## config.mk

```make
export PLATFORM = sky130hd
export DESIGN_NAME = lpmc_ctrl
export DESIGN_NICKNAME = d
export VERILOG_FILES = /design/src/verilog/lpmc_pkg.sv /design/src/verilog/lpmc_ctrl.sv
export VERILOG_INCLUDE_DIRS = /design/src /design/src/verilog
export SDC_FILE = /design/constraint.sdc
export NUM_CORES = 1
export LEC_CHECK = 0
export ABC_CLOCK_PERIOD_IN_PS = 5000
export BUFFER_PORTS_ARGS = -buffer_cell sky130_fd_sc_hd__buf_4
export CAP_MARGIN = 20
export CORE_MARGIN = 3
export CORE_UTILIZATION = 55
export CTS_CLUSTER_SIZE = 40
export DETAILED_ROUTE_END_ITERATION = 8
export MAX_ROUTING_LAYER = met4
export PLACE_DENSITY = 0.85
export SYNTH_ARGS = -nofsm -noshare
export SYNTH_HDL_FRONTEND = slang
export SYNTH_SLANG_ARGS = --single-unit
```

## constraint.sdc

```tcl
create_clock -name clk -period 5 [get_ports clk]
set_clock_uncertainty 0.15 [all_clocks]
set_input_delay 0.25 -clock clk [delete_from_list [all_inputs] [get_ports clk]]
set_output_delay 0.25 -clock clk [all_outputs]
set_load 0.02 [all_outputs]
```

## src/verilog/lpmc_regs.svh

```systemverilog
// Register offsets, field positions, reset values and timing counts for the power-mode controller
`ifndef LPMC_REGS_SVH
`define LPMC_REGS_SVH

`define LPMC_ADDR_W 4
`define LPMC_OFS_CTRL 4'h0
`define LPMC_OFS_STAT 4'h1
`define LPMC_OFS_IRQ_STAT 4'h2
`define LPMC_OFS_IRQ_MASK 4'h3

// Control register fields
`define LPMC_CTRL_DEEP 0
`define LPMC_CTRL_STANDBY 1
`define LPMC_CTRL_STOP_LP 2
`define LPMC_CTRL_DET_EN 3
`define LPMC_CTRL_DET_RISE 4
`define LPMC_CTRL_DET_FALL 5
`define LPMC_CTRL_W 6
`define LPMC_CTRL_RST 6'h00

// Interrupt status fields
`define LPMC_IRQ_FALL 0
`define LPMC_IRQ_RISE 1
`define LPMC_IRQ_W 2
`define LPMC_IRQ_MASK_RST 2'h0

// Supervisor reset stretch, in ns, and derived cycles at 50 MHz
`define LPMC_CLK_PERIOD_NS 20
`define LPMC_SUP_HOLD_NS 1000
`define LPMC_SUP_HOLD_CYC ((`LPMC_SUP_HOLD_NS + `LPMC_CLK_PERIOD_NS - 1) / `LPMC_CLK_PERIOD_NS)

`endif

```

## src/verilog/lpmc_pkg.sv

```systemverilog
// Types shared by the power-mode controller
package lpmc_pkg;
    typedef enum logic [2:0] {
        LPMC_RUN,
        LPMC_SLEEP,
        LPMC_STOP,
        LPMC_STANDBY,
        LPMC_RESET
    } lpmc_state_t;

    typedef enum logic [1:0] {
        LPMC_REG_MAIN,
        LPMC_REG_LOWPOWER,
        LPMC_REG_POWERDOWN
    } lpmc_regmode_t;
endpackage : lpmc_pkg

```

## src/verilog/lpmc_ctrl.sv

```systemverilog
// Power-mode sequencer with supply supervision and threshold interrupts
`timescale 1ns/1ps
`include "lpmc_regs.svh"

// How it works
// - Regulator has main, low-power, power-down modes; main while running.
// - Stop mode puts the regulator in low-power mode when the stop low-power bit is set, else main.
// - Standby uses power-down mode; core domain unpowered.
// - Regulator enabled out of any reset; disabled only in standby.
// - Sleep halts only processor clock; any interrupt or event wakes.
// - Stop halts core clocks, PLL and both fast oscillators; state kept.
// - Software picks main or low-power regulation for stop before entry.
// - Any external event line wakes from stop.
// - Standby powers off core domain, PLL and fast oscillators.
// - Standby exits on reset pin, watchdog reset, wakeup pin rise, alarm.
// - Clock, watchdog and their sources never stop in stop or standby.
// - Supervisors always active; hold reset while supply below threshold.
// - Power-on supervisor watches only digital supply.
// - Power-down supervisor watches both supplies; option bit drops analog.
// - Detector compares supply with threshold; interrupts on fall, rise or both.
module lpmc_ctrl
    import lpmc_pkg::*;
#(
    parameter int EVT_LINES = 23,
    parameter int SUP_HOLD = `LPMC_SUP_HOLD_CYC
) (
    input wire logic clk,
    input wire logic arst_n,
    input wire logic [`LPMC_ADDR_W-1:0] addr,
    input wire logic [31:0] wdata,
    input wire logic wr,
    input wire logic rd,
    output logic [31:0] rdata,
    input wire logic cpu_sleep_req,
    input wire logic cpu_irq_any,
    input wire logic [EVT_LINES-1:0] external_event_lines,
    input wire logic wakeup_pin,
    input wire logic external_reset_pin_n,
    input wire logic independent_watchdog_rst,
    input wire logic rtc_alarm,
    input wire logic dig_supply_ok,
    input wire logic analog_supply_ok,
    input wire logic analog_monitor_off,
    input wire logic detector_threshold_level,
    output logic core_rst_n,
    output logic cpu_clk_en,
    output logic core_clk_en,
    output logic pll_en,
    output logic internal_fast_oscillator_en,
    output logic external_crystal_oscillator_en,
    output logic sysclk_sel_internal,
    output logic regulator_en,
    output logic main_regulation,
    output logic lowpower_regulation,
    output logic lowspeed_domain_en,
    output logic supply_threshold_detector_en,
    output logic irq
);

    // ****************************************
    // Input synchronisers
    // ****************************************
    localparam int NS = EVT_LINES + 10;
    logic [NS-1:0] s1_r;
    logic [NS-1:0] s2_r;
    logic [NS-1:0] raw;
    assign raw = {external_event_lines, cpu_sleep_req, cpu_irq_any, wakeup_pin,
        external_reset_pin_n, independent_watchdog_rst, rtc_alarm, dig_supply_ok,
        analog_supply_ok, analog_monitor_off, detector_threshold_level};
    always_ff @(posedge clk or negedge arst_n) begin
        if (!arst_n) begin
            s1_r <= '0;
            s2_r <= '0;
        end else begin
            s1_r <= raw;
            s2_r <= s1_r;
        end
    end
    logic y_sleep, y_irq, y_wkp, y_external_reset_pin_n, y_wdg, y_alarm, y_dok, y_aok, y_aoff, y_lvl;
    logic [EVT_LINES-1:0] y_evt;
    assign {y_evt, y_sleep, y_irq, y_wkp, y_external_reset_pin_n, y_wdg, y_alarm, y_dok, y_aok,
        y_aoff, y_lvl} = s2_r;

    logic wkp_d_r;
    logic lvl_d_r;
    always_ff @(posedge clk or negedge arst_n) begin
        if (!arst_n) begin
            wkp_d_r <= 1'h0;
            lvl_d_r <= 1'h0;
        end else begin
            wkp_d_r <= y_wkp;
            lvl_d_r <= y_lvl;
        end
    end
    logic wkp_rise;
    assign wkp_rise = y_wkp && !wkp_d_r;

    // ****************************************
    // Supply supervisors
    // ****************************************
    lpmc_state_t state_r;
    logic supply_bad;
    // Power-on watches digital only; power-down adds analog unless opted out
    assign supply_bad = !y_dok || (!y_aok && !y_aoff);
    logic [15:0] hold_r;
    always_ff @(posedge clk or negedge arst_n) begin
        if (!arst_n) begin
            hold_r <= 16'h0000;
        end else if (supply_bad || !y_external_reset_pin_n || y_wdg) begin
            hold_r <= 16'h0000;
        end else if (state_r == LPMC_STANDBY) begin
            // Restart the stretch so a standby exit replays the reset sequence
            hold_r <= 16'h0000;
        end else if (hold_r != 16'(SUP_HOLD)) begin
            hold_r <= hold_r + 16'h0001;
        end
    end
    logic sup_release;
    assign sup_release = (hold_r == 16'(SUP_HOLD));

    // ****************************************
    // Register file
    // ****************************************
    logic [`LPMC_CTRL_W-1:0] ctrl_r;
    logic [`LPMC_IRQ_W-1:0] istat_r;
    logic [`LPMC_IRQ_W-1:0] imask_r;
    logic in_reset;
    assign in_reset = (state_r == LPMC_RESET);
    logic wr_ctrl, rd_istat;
    assign wr_ctrl = wr && (addr == `LPMC_OFS_CTRL);
    assign rd_istat = rd && (addr == `LPMC_OFS_IRQ_STAT);

    always_ff @(posedge clk or negedge arst_n) begin
        if (!arst_n) begin
            ctrl_r <= `LPMC_CTRL_RST;
        end else if (in_reset) begin
            ctrl_r <= `LPMC_CTRL_RST;
        end else if (wr_ctrl) begin
            ctrl_r <= wdata[`LPMC_CTRL_W-1:0];
        end
    end

    always_ff @(posedge clk or negedge arst_n) begin
        if (!arst_n) begin
            imask_r <= `LPMC_IRQ_MASK_RST;
        end else if (in_reset) begin
            imask_r <= `LPMC_IRQ_MASK_RST;
        end else if (wr && addr == `LPMC_OFS_IRQ_MASK) begin
            imask_r <= wdata[`LPMC_IRQ_W-1:0];
        end
    end

    // Threshold detector: level high means supply below threshold
    logic det_on;
    assign det_on = ctrl_r[`LPMC_CTRL_DET_EN];
    logic [`LPMC_IRQ_W-1:0] det_evt;
    assign det_evt[`LPMC_IRQ_FALL] = det_on && ctrl_r[`LPMC_CTRL_DET_FALL] && y_lvl && !lvl_d_r;
    assign det_evt[`LPMC_IRQ_RISE] = det_on && ctrl_r[`LPMC_CTRL_DET_RISE] && !y_lvl && lvl_d_r;

    always_ff @(posedge clk or negedge arst_n) begin
        if (!arst_n) begin
            istat_r <= '0;
        end else if (in_reset) begin
            istat_r <= '0;
        end else begin
            // New events win over the read clear
            istat_r <= (rd_istat ? '0 : istat_r) | det_evt;
        end
    end

    always_ff @(posedge clk or negedge arst_n) begin
        if (!arst_n) begin
            rdata <= 32'h0000_0000;
        end else if (rd) begin
            case (addr)
                `LPMC_OFS_CTRL: rdata <= {26'h0, ctrl_r};
                `LPMC_OFS_STAT: rdata <= {27'h0, y_lvl && det_on, 1'h0, state_r};
                `LPMC_OFS_IRQ_STAT: rdata <= {30'h0, istat_r};
                `LPMC_OFS_IRQ_MASK: rdata <= {30'h0, imask_r};
                default: rdata <= 32'h0000_0000;
            endcase
        end else begin
            rdata <= 32'h0000_0000;
        end
    end

    always_ff @(posedge clk or negedge arst_n) begin
        if (!arst_n) begin
            irq <= 1'h0;
        end else begin
            irq <= |(((rd_istat ? '0 : istat_r) | det_evt) & imask_r);
        end
    end

    // ****************************************
    // Power-mode sequencer
    // ****************************************
    logic stop_wake, stby_wake;
    assign stop_wake = |y_evt;
    assign stby_wake = !y_external_reset_pin_n || y_wdg || wkp_rise || y_alarm;

    always_ff @(posedge clk or negedge arst_n) begin
        if (!arst_n) begin
            state_r <= LPMC_RESET;
        end else if (supply_bad || !y_external_reset_pin_n || y_wdg) begin
            state_r <= LPMC_RESET;
        end else begin
            case (state_r)
                LPMC_RESET: begin
                    if (sup_release) begin
                        state_r <= LPMC_RUN;
                    end
                end
                LPMC_RUN: begin
                    if (y_sleep && !ctrl_r[`LPMC_CTRL_DEEP]) begin
                        state_r <= LPMC_SLEEP;
                    end else if (y_sleep && ctrl_r[`LPMC_CTRL_STANDBY]) begin
                        state_r <= LPMC_STANDBY;
                    end else if (y_sleep) begin
                        state_r <= LPMC_STOP;
                    end
                end
                LPMC_SLEEP: begin
                    if (y_irq || stop_wake) begin
                        state_r <= LPMC_RUN;
                    end
                end
                LPMC_STOP: begin
                    if (stop_wake) begin
                        state_r <= LPMC_RUN;
                    end
                end
                LPMC_STANDBY: begin
                    if (stby_wake) begin
                        state_r <= LPMC_RESET;
                    end
                end
                default: state_r <= LPMC_RESET;
            endcase
        end
    end

    // ****************************************
    // Clock, oscillator and regulator outputs
    // ****************************************
    logic stop_lp_r;
    always_ff @(posedge clk or negedge arst_n) begin
        if (!arst_n) begin
            stop_lp_r <= 1'h0;
        end else if (state_r == LPMC_RUN) begin
            stop_lp_r <= ctrl_r[`LPMC_CTRL_STOP_LP];
        end
    end

    always_ff @(posedge clk or negedge arst_n) begin
        if (!arst_n) begin
            core_rst_n <= 1'h0;
            cpu_clk_en <= 1'h0;
            core_clk_en <= 1'h0;
            pll_en <= 1'h0;
            internal_fast_oscillator_en <= 1'h1;
            external_crystal_oscillator_en <= 1'h0;
            sysclk_sel_internal <= 1'h1;
            regulator_en <= 1'h1;
            main_regulation <= 1'h1;
            lowpower_regulation <= 1'h0;
            lowspeed_domain_en <= 1'h1;
            supply_threshold_detector_en <= 1'h0;
        end else begin
            core_rst_n <= (state_r != LPMC_RESET) && (state_r != LPMC_STANDBY);
            cpu_clk_en <= (state_r == LPMC_RUN);
            core_clk_en <= (state_r == LPMC_RUN) || (state_r == LPMC_SLEEP);
            // Internal fast oscillator only held on in run, sleep and reset; PLL and crystal always off
            pll_en <= 1'h0;
            internal_fast_oscillator_en <= (state_r != LPMC_STOP) && (state_r != LPMC_STANDBY);
            external_crystal_oscillator_en <= 1'h0;
            sysclk_sel_internal <= 1'h1;
            regulator_en <= (state_r != LPMC_STANDBY);
            main_regulation <= (state_r == LPMC_RUN) || (state_r == LPMC_SLEEP)
                || (state_r == LPMC_RESET) || (state_r == LPMC_STOP && !stop_lp_r);
            lowpower_regulation <= (state_r == LPMC_STOP) && stop_lp_r;
            lowspeed_domain_en <= 1'h1;
            supply_threshold_detector_en <= det_on;
        end
    end

    // ****************************************
    // Checks
    // ****************************************
    chk_stby_reg_off: assert property (@(posedge clk) disable iff (!arst_n)
        state_r == LPMC_STANDBY |=> !regulator_en && !main_regulation)
        else $error("regulator on in standby");
    chk_stop_lp: assert property (@(posedge clk) disable iff (!arst_n)
        state_r == LPMC_STOP && stop_lp_r |=> lowpower_regulation && !main_regulation)
        else $error("stop not low-power regulation");
    chk_run_main: assert property (@(posedge clk) disable iff (!arst_n)
        state_r == LPMC_RUN |=> main_regulation && regulator_en)
        else $error("run not main regulation");
    chk_sleep_cpu: assert property (@(posedge clk) disable iff (!arst_n)
        state_r == LPMC_SLEEP |=> !cpu_clk_en && core_clk_en)
        else $error("sleep gating wrong");
    chk_stop_clks: assert property (@(posedge clk) disable iff (!arst_n)
        state_r == LPMC_STOP |=> !core_clk_en && !internal_fast_oscillator_en && core_rst_n)
        else $error("stop clocks not halted");
    chk_stop_wake: assert property (@(posedge clk) disable iff (!arst_n)
        state_r == LPMC_STOP && stop_wake && !supply_bad && y_external_reset_pin_n && !y_wdg
        |=> state_r == LPMC_RUN)
        else $error("stop wakeup missed");
    chk_stby_exit: assert property (@(posedge clk) disable iff (!arst_n)
        state_r == LPMC_STANDBY && stby_wake |=> state_r == LPMC_RESET)
        else $error("standby exit missed");
    chk_sup_hold: assert property (@(posedge clk) disable iff (!arst_n)
        supply_bad |=> state_r == LPMC_RESET ##1 !core_rst_n)
        else $error("reset not held on bad supply");
    chk_det_off: assert property (@(posedge clk) disable iff (!arst_n)
        !det_on |=> $stable(istat_r) || istat_r == '0)
        else $error("detector event while disabled");
    chk_lowspeed_kept: assert property (@(posedge clk) disable iff (!arst_n)
        ##1 lowspeed_domain_en)
        else $error("low-speed domain stopped");
    chk_reset_reg_on: assert property (@(posedge clk) disable iff (!arst_n)
        state_r == LPMC_RESET |=> regulator_en && main_regulation && !lowpower_regulation)
        else $error("regulator not on after reset");
    chk_stby_osc_off: assert property (@(posedge clk) disable iff (!arst_n)
        state_r == LPMC_STANDBY |=> !core_rst_n && !pll_en && !internal_fast_oscillator_en
        && !external_crystal_oscillator_en && !core_clk_en)
        else $error("core domain powered in standby");
    chk_stop_main: assert property (@(posedge clk) disable iff (!arst_n)
        state_r == LPMC_STOP && !stop_lp_r |=> main_regulation && !lowpower_regulation)
        else $error("stop not main regulation");
    chk_stop_lp_kept: assert property (@(posedge clk) disable iff (!arst_n)
        state_r != LPMC_RUN |=> $stable(stop_lp_r))
        else $error("stop regulation choice changed");
    chk_stop_exit_osc: assert property (@(posedge clk) disable iff (!arst_n)
        state_r == LPMC_STOP ##1 state_r == LPMC_RUN |=> sysclk_sel_internal
        && !external_crystal_oscillator_en && internal_fast_oscillator_en)
        else $error("stop wakeup not on internal oscillator");
    chk_stby_restart: assert property (@(posedge clk) disable iff (!arst_n)
        state_r == LPMC_STANDBY && stby_wake |=> state_r == LPMC_RESET && hold_r == 16'h0000
        ##1 ctrl_r == `LPMC_CTRL_RST && imask_r == `LPMC_IRQ_MASK_RST)
        else $error("standby exit skipped reset sequence");
    chk_reset_stretch: assert property (@(posedge clk) disable iff (!arst_n)
        state_r == LPMC_RESET && !sup_release |=> state_r == LPMC_RESET)
        else $error("reset released before stretch");
    chk_sleep_wake: assert property (@(posedge clk) disable iff (!arst_n)
        state_r == LPMC_SLEEP && (y_irq || stop_wake) && !supply_bad && y_external_reset_pin_n && !y_wdg
        |=> state_r == LPMC_RUN)
        else $error("sleep wakeup missed");
    chk_stby_stays: assert property (@(posedge clk) disable iff (!arst_n)
        state_r == LPMC_STANDBY && !stby_wake && !supply_bad |=> state_r == LPMC_STANDBY)
        else $error("standby left without a source");
    chk_det_set_wins: assert property (@(posedge clk) disable iff (!arst_n)
        (|det_evt) && !in_reset |=> (istat_r & $past(det_evt)) == $past(det_evt))
        else $error("detector event lost");
    chk_irq_level: assert property (@(posedge clk) disable iff (!arst_n)
        (|(istat_r & imask_r)) && !rd_istat |=> irq)
        else $error("interrupt not raised");
    chk_det_enable: assert property (@(posedge clk) disable iff (!arst_n)
        det_on |=> supply_threshold_detector_en)
        else $error("detector enable not shown");
    cov_sleep: cover property (@(posedge clk) disable iff (!arst_n)
        state_r == LPMC_SLEEP ##1 state_r == LPMC_RUN);
    cov_stop: cover property (@(posedge clk) disable iff (!arst_n)
        state_r == LPMC_STOP ##1 state_r == LPMC_RUN);
    cov_stby: cover property (@(posedge clk) disable iff (!arst_n)
        state_r == LPMC_STANDBY ##1 state_r == LPMC_RESET);
    cov_irq: cover property (@(posedge clk) disable iff (!arst_n) $rose(irq));
    cov_det_rise: cover property (@(posedge clk) disable iff (!arst_n)
        $rose(istat_r[`LPMC_IRQ_RISE]));

endmodule : lpmc_ctrl

```

==> flow_metrics.env, run 1 <==
export IMPL_max_stage_delay_ps=650
export IMPL_gp_congestion=0.8924
export IMPL_grt_pass1_wl_um=14530
export IMPL_final_period_utilization=0.4729
export IMPL_pwr_share_clk=0.540
export IMPL_pin_count=118
export IMPL_power_switching_share=0.2190
export IMPL_critPathCapture="rdata[4]$_DFF_PN0_"
export IMPL_post_route_min_period_ps=2364
export IMPL_cts_buffer_depth=2
export IMPL_maxCapViolCount=0
export IMPL_tightest_slew_ps=829.7
export IMPL_finalSetupViolations=0
export IMPL_io_buffers=61
export IMPL_p_leak_nw=2.632
export IMPL_p_per_area_nw_per_um2=411.7
export IMPL_layout_drive_gt1_share=0.2668
export IMPL_cp_common_cell="dlygate4sd3_1"
export IMPL_critPathSlowestCell="dlygate4sd3_1"
export IMPL_dp_hpwl_um=4399
export IMPL_clock_latency_ps=510
export IMPL_ys_ff_latch=113
export IMPL_path_class="in2reg"
export IMPL_n_antenna_cell=0
export IMPL_grt_use_met3=0.07067
export IMPL_final_area_um2=5623
export IMPL_postRouteAntennaNets=0
export IMPL_rsz0062_at_grt="no"
export IMPL_met2_usage=0.3988
export IMPL_seqPwrFrac=0.413
export IMPL_overflow=0
export IMPL_crit_path_start_kind="input port"
export IMPL_top_usage_layer="met2"
export IMPL_final_cell_mix="dfrtp_1, buf_4, dlygate4sd3_1, conb_1, nor2_1"
export IMPL_numCtsBuffers=17
export IMPL_root_buffer="clkbuf_8"
export IMPL_core_area_um2=7019
export IMPL_detail_route_wl_per_cell_um=16.91
export IMPL_die_h_um=92.54
export IMPL_synth_edff_count=0
export IMPL_wl_um=8913
export IMPL_outcome="finished clean"
export IMPL_antenna_found_initial=0
export IMPL_nets=494
export IMPL_synth_warnings=0
export IMPL_p_sw_uw=506.9
export IMPL_hold_violations=0
export IMPL_vias_per_cell=5.009
export IMPL_chipWidth_um=92.54
export IMPL_dieArea_um2=8564
export IMPL_slew_headroom=0.4469
export IMPL_synth_avg_cell_area_um2=13.78
export IMPL_nFillCells=361
export IMPL_hold_class="in2reg"
export IMPL_maxSlewViolCount=0
export IMPL_arrival_ps=2660
export IMPL_clock_sinks=113
export IMPL_path_cells="dlygate4sd3_1 > buf_4 > nor2_1 > dlygate4sd3_1 > nand3b_1 > a21oi_1 > dlygate4sd3_1"
export IMPL_placed_area_um2=4536
export IMPL_drtPass1Iterations=5
export IMPL_grt_use_met1=0.2665
export IMPL_crit_fanout=5
export IMPL_drc=0
export IMPL_grt_use_total=0.2366
export IMPL_synth_cell_types=50
export IMPL_tns_ps=0
export IMPL_grt_pass1_vias=2869
export IMPL_start_util=0.5868
export IMPL_power_internal_mw=1.808
export IMPL_fmax_mhz=422.9
export IMPL_htreeDepth=4
export IMPL_holdWs_ps=163.2
export IMPL_num_rows=30
export IMPL_p_comb_frac=0.048
export IMPL_final_common_cell="dfrtp_1"
export IMPL_cp_required_ps=5300
export IMPL_cts_tree="done"
export IMPL_cp_num_cells=7
export IMPL_critical_path_top_delay_family="buffers and inverters"
export IMPL_seq_area_frac_synth=0.6877
export IMPL_synthCells=299
export IMPL_grt_max_degree=73
export IMPL_synth_async_reset_ratio=1.000
export IMPL_regToRegSetupSlack_ps=2910
export IMPL_peakVddDrop_uv=305.5
export IMPL_area_growth_pct=36.51
export IMPL_path_buf_inv=4
export IMPL_startpoint="addr[2]"
export IMPL_timing_rr_end="rdata[1]$_DFF_PN0_"
export IMPL_synth_flop_cell="dfrtp_1"
export IMPL_rr_worst_depth=3
export IMPL_num_vias=2640
export IMPL_clkTransAtPathRegs_ps=60
export IMPL_cp_end_kind="register"
export IMPL_syn_cell_area_um2=4119
export IMPL_r2r_start="state_r[1]$_DFFE_PN0P_"
export IMPL_drt_initial_drc_count=92
Yosys cell counts, types with 6 or more instances:
library cell	n	area share
inv_1	7	0.0064
xnor2_1	9	0.019
nand4_1	6	0.0091
nor2_1	24	0.022
dfrtp_1	109	0.66
nand3_1	8	0.0097
mux2i_1	9	0.022
buf_4	30	0.055
nor2_2	9	0.014
nor3_1	6	0.0073
nor4_1	9	0.014
flip-flops by register name, summed over array words and instances (netlist names), 2 cells and up:
signal	flops
s1_r	33
s2_r	33
hold_r	16
ctrl_r	6
rdata	6
state_r	3
imask_r	2
istat_r	2
worst reg2reg max path: cells and delay by family, from the launching register on:
family	cells	cell delay (ps)
buf+inv	1	560
flops	1	520
mux	1	540
simple gates	1	210
power groups by stage:
stage               Clock [mW]  Sequential (mW)  Combinational [mW]
global placement             0            0.966              0.0773
floorplan                    0            0.966              0.0488
global route              1.31            0.957               0.121
finish                    1.25            0.955               0.111
CTS                       1.26            0.954               0.108
detailed placement           0            0.968              0.0789
final cells by class:
type                       instances  area, um^2  area share
sequential                       113        2833      0.5038
multi-input combinational        171        1091      0.1940
timing repair buffer             109       935.9      0.1664
clock buffer                      17       414.1     0.07365
clock inverter                    14       202.7     0.03605
tap                               96       120.1     0.02136
inverter                           7       26.28    0.004673
how the worst min path moves through the flow:
stage                             from                endpoint  slack [ps]  depth (start not counted)
CTS                                 wr  imask_r[0]$_DFFE_PN0P_         110                          4
detailed placement  s1_r[15]$_DFF_PN0_      s2_r[15]$_DFF_PN0_         180                          0
floorplan                       arst_n   core_clk_en$_DFF_PN0_        -200                          0
global placement     s1_r[4]$_DFF_PN0_       s2_r[4]$_DFF_PN0_         180                          0
finish                              wr  imask_r[1]$_DFFE_PN0P_         160                          4
global route                        wr  imask_r[1]$_DFFE_PN0P_         150                          4
cells by family after synthesis:
| logic type | count (synthesis) | synth area share |
|---|---|---|
| AOI/OAI and AO/OA | 19 | 0.03251 |
| xor gates and xnor gates | 13 | 0.02764 |
| adders and majority gates | 2 | 0.006074 |
| buffers and inverters | 43 | 0.07290 |
| DFF | 113 | 0.6877 |
| muxes | 12 | 0.03554 |
| other | 2 | 0.001823 |
| and+or+nand+nor | 95 | 0.1358 |
per-layer routing:
layer / wire, um / share of wire / vias up
li1: - / - / 1205
met1: 3369 / 0.38 / 1314
met4: 165 / 0.019 / 0
met5: 0 / 0 / -
met3: 501 / 0.056 / 17
met2: 4878 / 0.55 / 104
through the flow:
| step | util | total power, mW | setup slack (ps) | instances |
|---|---|---|---|---|
| 6_report | 0.8011 | 2.315 | 2636 | 527 |
| 5_1_grt | 0.8011 | 2.387 | 2578 | 527 |
| 4_1_cts | 0.8011 | 2.319 | 2750 | 527 |
| 3_5_place_dp | 0.6462 | 1.047 | 3056 | 449 |
| 3_3_place_gp | 0.6462 | 1.044 | 3100 | 449 |
| 2_1_floorplan | - | 1.015 | 3299 | 327 |
repair_timing:
item                                   in CTS  in global routing
setup buffers                               0                  0
hold buffers                               47                  0
endpoints found under the hold margin     115                  0
gates resized for setup                     0                  0
(Power assumes the default switching activity.)
==> inputs of run 2 (changes only) <==
--- a/config.mk
+++ b/config.mk
@@ -6,15 +6,16 @@
 export SDC_FILE = /design/constraint.sdc
 export NUM_CORES = 1
 export LEC_CHECK = 0
-export ABC_CLOCK_PERIOD_IN_PS = 5000
+export ABC_AREA = 1
+export ABC_CLOCK_PERIOD_IN_PS = 2200
 export BUFFER_PORTS_ARGS = -buffer_cell sky130_fd_sc_hd__buf_4
 export CAP_MARGIN = 20
 export CORE_MARGIN = 3
-export CORE_UTILIZATION = 55
+export CORE_UTILIZATION = 52
 export CTS_CLUSTER_SIZE = 40
 export DETAILED_ROUTE_END_ITERATION = 8
 export MAX_ROUTING_LAYER = met4
-export PLACE_DENSITY = 0.85
+export PLACE_DENSITY = 0.8
 export SYNTH_ARGS = -nofsm -noshare
 export SYNTH_HDL_FRONTEND = slang
 export SYNTH_SLANG_ARGS = --single-unit
==> constraint.sdc (replaced) <==
create_clock -name clk -period 2.2 [get_ports clk]
set_clock_uncertainty 0.15 [all_clocks]
set_input_delay 0.11 -clock clk [delete_from_list [all_inputs] [get_ports clk]]
set_output_delay 0.11 -clock clk [all_outputs]
set_load 0.02 [all_outputs]
==> flow_metrics.env, run 2 <==
export IMPL_power_mw=5.367
export IMPL_final_cell_mix="dfrtp_1, buf_4, nor2_1, nand2_1, dlygate4sd3_1"
export IMPL_cts_tree="done"
export IMPL_netlist_top_cell_by_area="dfrtp_1"
export IMPL_outcome="finished clean"
export IMPL_post_place_ws_ps=504.6
export IMPL_drt_initial_drc_count=228
export IMPL_placed_cells=584
export IMPL_maxCapViolCount=0
export IMPL_core_area_um2=7968
export IMPL_clock_latency_ps=520
export IMPL_chipWidth_um=97.86
export IMPL_p_per_area_nw_per_um2=890.1
export IMPL_top_regs="s1_r x33, s2_r x33, hold_r x16"
export IMPL_pin_count=118
export IMPL_io_buffers=61
export IMPL_timing_rr_end="imask_r[0]$_DFFE_PN0P_"
export IMPL_crit_fanout=10
export IMPL_rr_worst_depth=6
export IMPL_p_leak_nw=2.854
export IMPL_tns_ps=0
export IMPL_nets=628
export IMPL_htreeDepth=4
export IMPL_wl_um=9861
export IMPL_drtPass1Iterations=5
export IMPL_syn_cell_area_um2=4388
export IMPL_start_util=0.5507
export IMPL_final_cells=667
export IMPL_synthTopCellsByCount="dfrtp_1, nor2_1, nand2_1"
export IMPL_num_rows=32
export IMPL_cp_required_ps=2450
export IMPL_crit_path_start_kind="register"
export IMPL_yosysTopAreaCellShare=0.6216
export IMPL_post_route_min_period_ps=2053
export IMPL_final_period_utilization=0.9331
export IMPL_arrival_ps=2310
export IMPL_final_common_cell="dfrtp_1"
export IMPL_synth_async_reset_ratio=1.000
export IMPL_num_vias=3295
export IMPL_fmax_mhz=487.1
export IMPL_numCtsBuffers=17
export IMPL_grt_pass1_vias=3586
export IMPL_path_class="reg2reg"
export IMPL_synthTopCellsByArea="dfrtp_1, buf_4, nor2_1, nand2_1, inv_1"
export IMPL_cts_buffer_depth=2
export IMPL_rsz0062_at_grt="no"
export IMPL_n_antenna_cell=0
export IMPL_synth_flop_cell="dfrtp_1"
export IMPL_synthCells=423
export IMPL_peakVddDrop_uv=766.3
export IMPL_synth_cell_types=35
export IMPL_drc=0
export IMPL_vias_per_cell=4.940
export IMPL_dp_hpwl_um=5320
export IMPL_layout_drive_gt1_share=0.2071
export IMPL_synth_most_common_cell="dfrtp_1"
export IMPL_synth_warnings=0
export IMPL_seq_area_frac_synth=0.6456
export IMPL_gp_congestion=0.8861
export IMPL_cp_end_kind="register"
export IMPL_tightest_slew_ps=892.1
export IMPL_hold_class="in2async"
export IMPL_die_h_um=97.86
export IMPL_hold_violations=0
export IMPL_grt_pass1_wl_um=17010
export IMPL_slew_headroom=0.4033
export IMPL_overflow=0
export IMPL_maxSlewViolCount=0
export IMPL_r2r_start="state_r[1]$_DFFE_PN0P_"
export IMPL_grt_use_total=0.2349
export IMPL_postRouteAntennaNets=0
export IMPL_clock_sinks=113
export IMPL_holdWs_ps=1.812
export IMPL_regToRegSetupSlack_ps=150
export IMPL_ys_ff_latch=113
export IMPL_setup_ws_ps=147.2
export IMPL_finalSetupViolations=0
export IMPL_grt_max_degree=67
export IMPL_area_growth_pct=37.41
export IMPL_antenna_found_initial=0
export IMPL_dieArea_um2=9577
export IMPL_root_buffer="clkbuf_8"
export IMPL_detail_route_wl_per_cell_um=14.78
export IMPL_clkTransAtPathRegs_ps=60
export IMPL_synth_avg_cell_area_um2=10.37
export IMPL_synth_edff_count=0
==> run 2: cell count changes after synthesis, sizes merged, moves of 6 or more <==
cell	change
nand2	+59
inv	+46
nor2	+36
o21ai	+20
nand3	+15
mux2i	-9
nand2b	-6
nor4	-6
==> run 2: critical path: stages (launching register included) <==
cell and delay (ps):
dfrtp_1 500, nor2_4 210, nand2_2 180, o21ai_2 140, nand3_1 90, dlygate4sd3_1 560, o21ai_0 120
==> run 2: cell families after synthesis <==
family,count (synthesis),synth area share
and+or+nand+nor,173,0.1819
DFF,113,0.6456
xor gates and xnor gates,6,0.01198
other,2,0.001712
buffers and inverters,85,0.09951
adders and majority gates,2,0.005702
AOI/OAI and AO/OA,42,0.05361
==> run 2: worst max path at each step <==
| stage | startpoint | endpoint | slack [ps] | cells past startpoint |
|---|---|---|---|---|
| 2_1_floorplan | hold_r[0]$_DFFE_PN0P_ | hold_r[14]$_DFFE_PN0P_ | 710 | 7 |
| 3_3_place_gp | hold_r[0]$_DFFE_PN0P_ | hold_r[14]$_DFFE_PN0P_ | 590 | 7 |
| 3_5_place_dp | hold_r[1]$_DFFE_PN0P_ | hold_r[12]$_DFFE_PN0P_ | 500 | 6 |
| 4_1_cts | addr[3] | rdata[1]$_DFF_PN0_ | 30 | 9 |
| 5_1_grt | state_r[1]$_DFFE_PN0P_ | imask_r[0]$_DFFE_PN0P_ | 30 | 6 |
| 6_report | state_r[1]$_DFFE_PN0P_ | imask_r[0]$_DFFE_PN0P_ | 150 | 6 |
==> run 2: routing by layer <==
metal | global-route usage | vias up | wire length, um
met3 | 0.06429 | 24 | 665
met1 | 0.2630 | 1549 | 3750
met4 | 0.1012 | 0 | 256
met5 | - | - | 0
met2 | 0.3953 | 177 | 5189
li1 | - | 1545 | -
==> run 2: report_power, final <==
group	leakage, nW	total [mW]	internal (mW)	switching, mW
logic	1.15	0.276	0.127	0.148
registers	1.41	2.17	2.15	0.0288
clock network	0.298	2.92	1.95	0.967
==> run 2: area by class of cell <==
type                       count  area (um^2)
sequential                   113         2833
fill                         475         1938
multi-input combinational    253         1237
timing repair buffer         115         1006
clock buffer                  18        417.9
clock inverter                13        209.0
inverter                      53        198.9
tap                          102        127.6
==> run 2: per-stage QoR <==
step,util,cell area [um^2]
floorplan,-,4493
global placement,0.6110,4868
detailed placement,0.6110,4868
CTS,0.7563,6026
global route,0.7568,6030
finish,0.7568,6030
==> run 2: timing repair <==
item                                    4_1_cts  5_1_grt
gates resized for setup                       0        4
buffers inserted                              0        0
endpoints found under the hold margin       160        0
hold buffers                                 53        0
endpoints found under the setup margin        0        2
==> inputs of run 3 (changes only) <==
--- a/config.mk
+++ b/config.mk
@@ -7,7 +7,7 @@
 export NUM_CORES = 1
 export LEC_CHECK = 0
 export ABC_AREA = 1
-export ABC_CLOCK_PERIOD_IN_PS = 2200
+export ABC_CLOCK_PERIOD_IN_PS = 2300
 export BUFFER_PORTS_ARGS = -buffer_cell sky130_fd_sc_hd__buf_4
 export CAP_MARGIN = 20
 export CORE_MARGIN = 3
==> constraint.sdc (replaced) <==
create_clock -name clk -period 2.3 [get_ports clk]
set_clock_uncertainty 0.15 [all_clocks]
set_input_delay 0.115 -clock clk [delete_from_list [all_inputs] [get_ports clk]]
set_output_delay 0.115 -clock clk [all_outputs]
set_load 0.02 [all_outputs]
==> flow_metrics.env, run 3 (synthesized netlist as in run 2, its figures left out) <==
export IMPL_post_cts_setup_buffers=0
export IMPL_maxCapViolCount=0
export IMPL_placed_cells=584
export IMPL_clock_latency_ps=500
export IMPL_post_route_min_period_ps=1773
export IMPL_arrival_ps=2070
export IMPL_crit_fanout=6
export IMPL_grt_pass1_wl_um=15980
export IMPL_met2_usage=0.3665
export IMPL_crit_path_start_kind="input port"
export IMPL_overflow=0
export IMPL_htreeDepth=4
export IMPL_dp_hpwl_um=5376
export IMPL_final_common_cell="dfrtp_1"
export IMPL_top_usage_layer="met2"
export IMPL_io_buffers=61
export IMPL_grt_use_met1=0.2409
export IMPL_core_area_um2=7968
export IMPL_path_class="in2reg"
export IMPL_final_cell_mix="dfrtp_1, buf_4, nor2_1, nand2_1, inv_1"
export IMPL_outcome="finished clean"
export IMPL_drtPass1Iterations=4
export IMPL_hold_class="in2async"
export IMPL_fmax_mhz=564.1
export IMPL_cts_tree="done"
export IMPL_start_util=0.5507
export IMPL_cts_buffer_depth=2
export IMPL_top_regs="s1_r x33, s2_r x33, hold_r x16"
export IMPL_placed_area_um2=4868
export IMPL_numCtsBuffers=17
export IMPL_grt_pass1_vias=3441
export IMPL_dieArea_um2=9577
export IMPL_num_rows=32
export IMPL_root_buffer="clkbuf_8"
export IMPL_layout_drive_gt1_share=0.2117
export IMPL_post_place_ws_ps=639.0
export IMPL_cp_required_ps=2590
export IMPL_pin_count=118
export IMPL_drt_initial_drc_count=217
export IMPL_nFillCells=480
export IMPL_chipWidth_um=97.86
export IMPL_peakVddDrop_uv=695.5
export IMPL_wl_um=9429
export IMPL_tightest_slew_ps=641.9
export IMPL_maxSlewViolCount=0
export IMPL_rsz0062_at_grt="no"
export IMPL_grt_use_total=0.2201
export IMPL_hold_violations=0
export IMPL_slew_headroom=0.5721
export IMPL_clock_sinks=113
export IMPL_tns_ps=0
export IMPL_p_leak_nw=2.821
export IMPL_drc=0
export IMPL_nets=624
export IMPL_p_per_area_nw_per_um2=813.9
export IMPL_setup_ws_ps=527.1
export IMPL_antenna_found_initial=0
export IMPL_vias_per_cell=4.916
export IMPL_grt_use_met3=0.07286
export IMPL_clkTransAtPathRegs_ps=60
export IMPL_num_vias=3264
export IMPL_detail_route_wl_per_cell_um=14.20
export IMPL_grt_max_degree=54
export IMPL_cp_end_kind="register"
export IMPL_area_growth_pct=35.13
export IMPL_final_area_um2=5929
export IMPL_n_antenna_cell=0
export IMPL_finalSetupViolations=0
export IMPL_gp_congestion=0.8870
export IMPL_final_period_utilization=0.7708
export IMPL_final_cells=664
export IMPL_postRouteAntennaNets=0
export IMPL_die_h_um=97.86
run 3: cell types whose count changed in the layout (fill, tap and decap cells not counted), moves of 2 or more:
| cell | before | now |
|---|---|---|
| nor2_2 | 3 | 5 |
| nor2_4 | 4 | 2 |
| dlygate4sd3_1 | 52 | 48 |
| bufinv_16 | 5 | 2 |
| clkinvlp_4 | 3 | 1 |
| clkinv_4 | 0 | 6 |
run 3: layer usage:
| layer | vias up | routed length [um] |
|---|---|---|
| met4 | 0 | 312 |
| li1 | 1533 | - |
| met1 | 1539 | 3573 |
| met5 | - | 0 |
| met2 | 157 | 4892 |
| met3 | 35 | 650 |
run 3: through the flow:
step / hold slack, ps / total power [mW] / util
6_report: 31.54 / 4.826 / 0.7442
4_1_cts: 23.33 / 4.851 / 0.7436
5_1_grt: 75.77 / 5.009 / 0.7442
2_1_floorplan: -330.6 / 2.219 / -
3_3_place_gp: 20.80 / 2.292 / 0.6110
3_5_place_dp: 25.37 / 2.301 / 0.6110
run 3: final cells by class:
cell class / count / area [um^2] / area share
clock buffer: 17 / 414.1 / 0.06985
clock inverter: 15 / 161.4 / 0.02722
multi-input combinational: 253 / 1229 / 0.2072
tap: 102 / 127.6 / 0.02152
inverter: 53 / 198.9 / 0.03355
sequential: 113 / 2833 / 0.4777
timing repair buffer: 111 / 965.9 / 0.1629
run 3: power by group:
group / internal, mW / total [mW] / switching, mW
Sequential: 2.05 / 2.08 / 0.0287
Combinational: 0.120 / 0.260 / 0.140
Clock: 1.55 / 2.49 / 0.935
Total: 3.72 / 4.83 / 1.10
run 3: critical path, cell delays in order:
cell	delay, ps
dlygate4sd3_1	540
buf_4	140
nor2_2	220
nand3_2	190
o22ai_1	200
inv_1	50
nor2_1	70
dlygate4sd3_1	540
run 3: what timing repair did:
action / in CTS / in global routing
hold buffers: 48 / 1
gates resized for setup: 0 / 1
endpoints found under the setup margin: 0 / 3
hold endpoints to repair: 151 / 2
run 3: path summary, 6_finish.rpt:
path	start	endpoint	slack, ps	depth (start not counted)
min in group clk	external_event_lines[2]	s1_r[12]$_DFF_PN0_	110	2
min reg2reg	s1_r[15]$_DFF_PN0_	s2_r[15]$_DFF_PN0_	200	0
max reg2reg	state_r[1]$_DFFE_PN0P_	imask_r[0]$_DFFE_PN0P_	550	5
min	arst_n	s1_r[28]$_DFF_PN0_	30	2
max	addr[3]	rdata[4]$_DFF_PN0_	530	8
max in group asynchronous	arst_n	regulator_en$_DFF_PN1_	1250	3
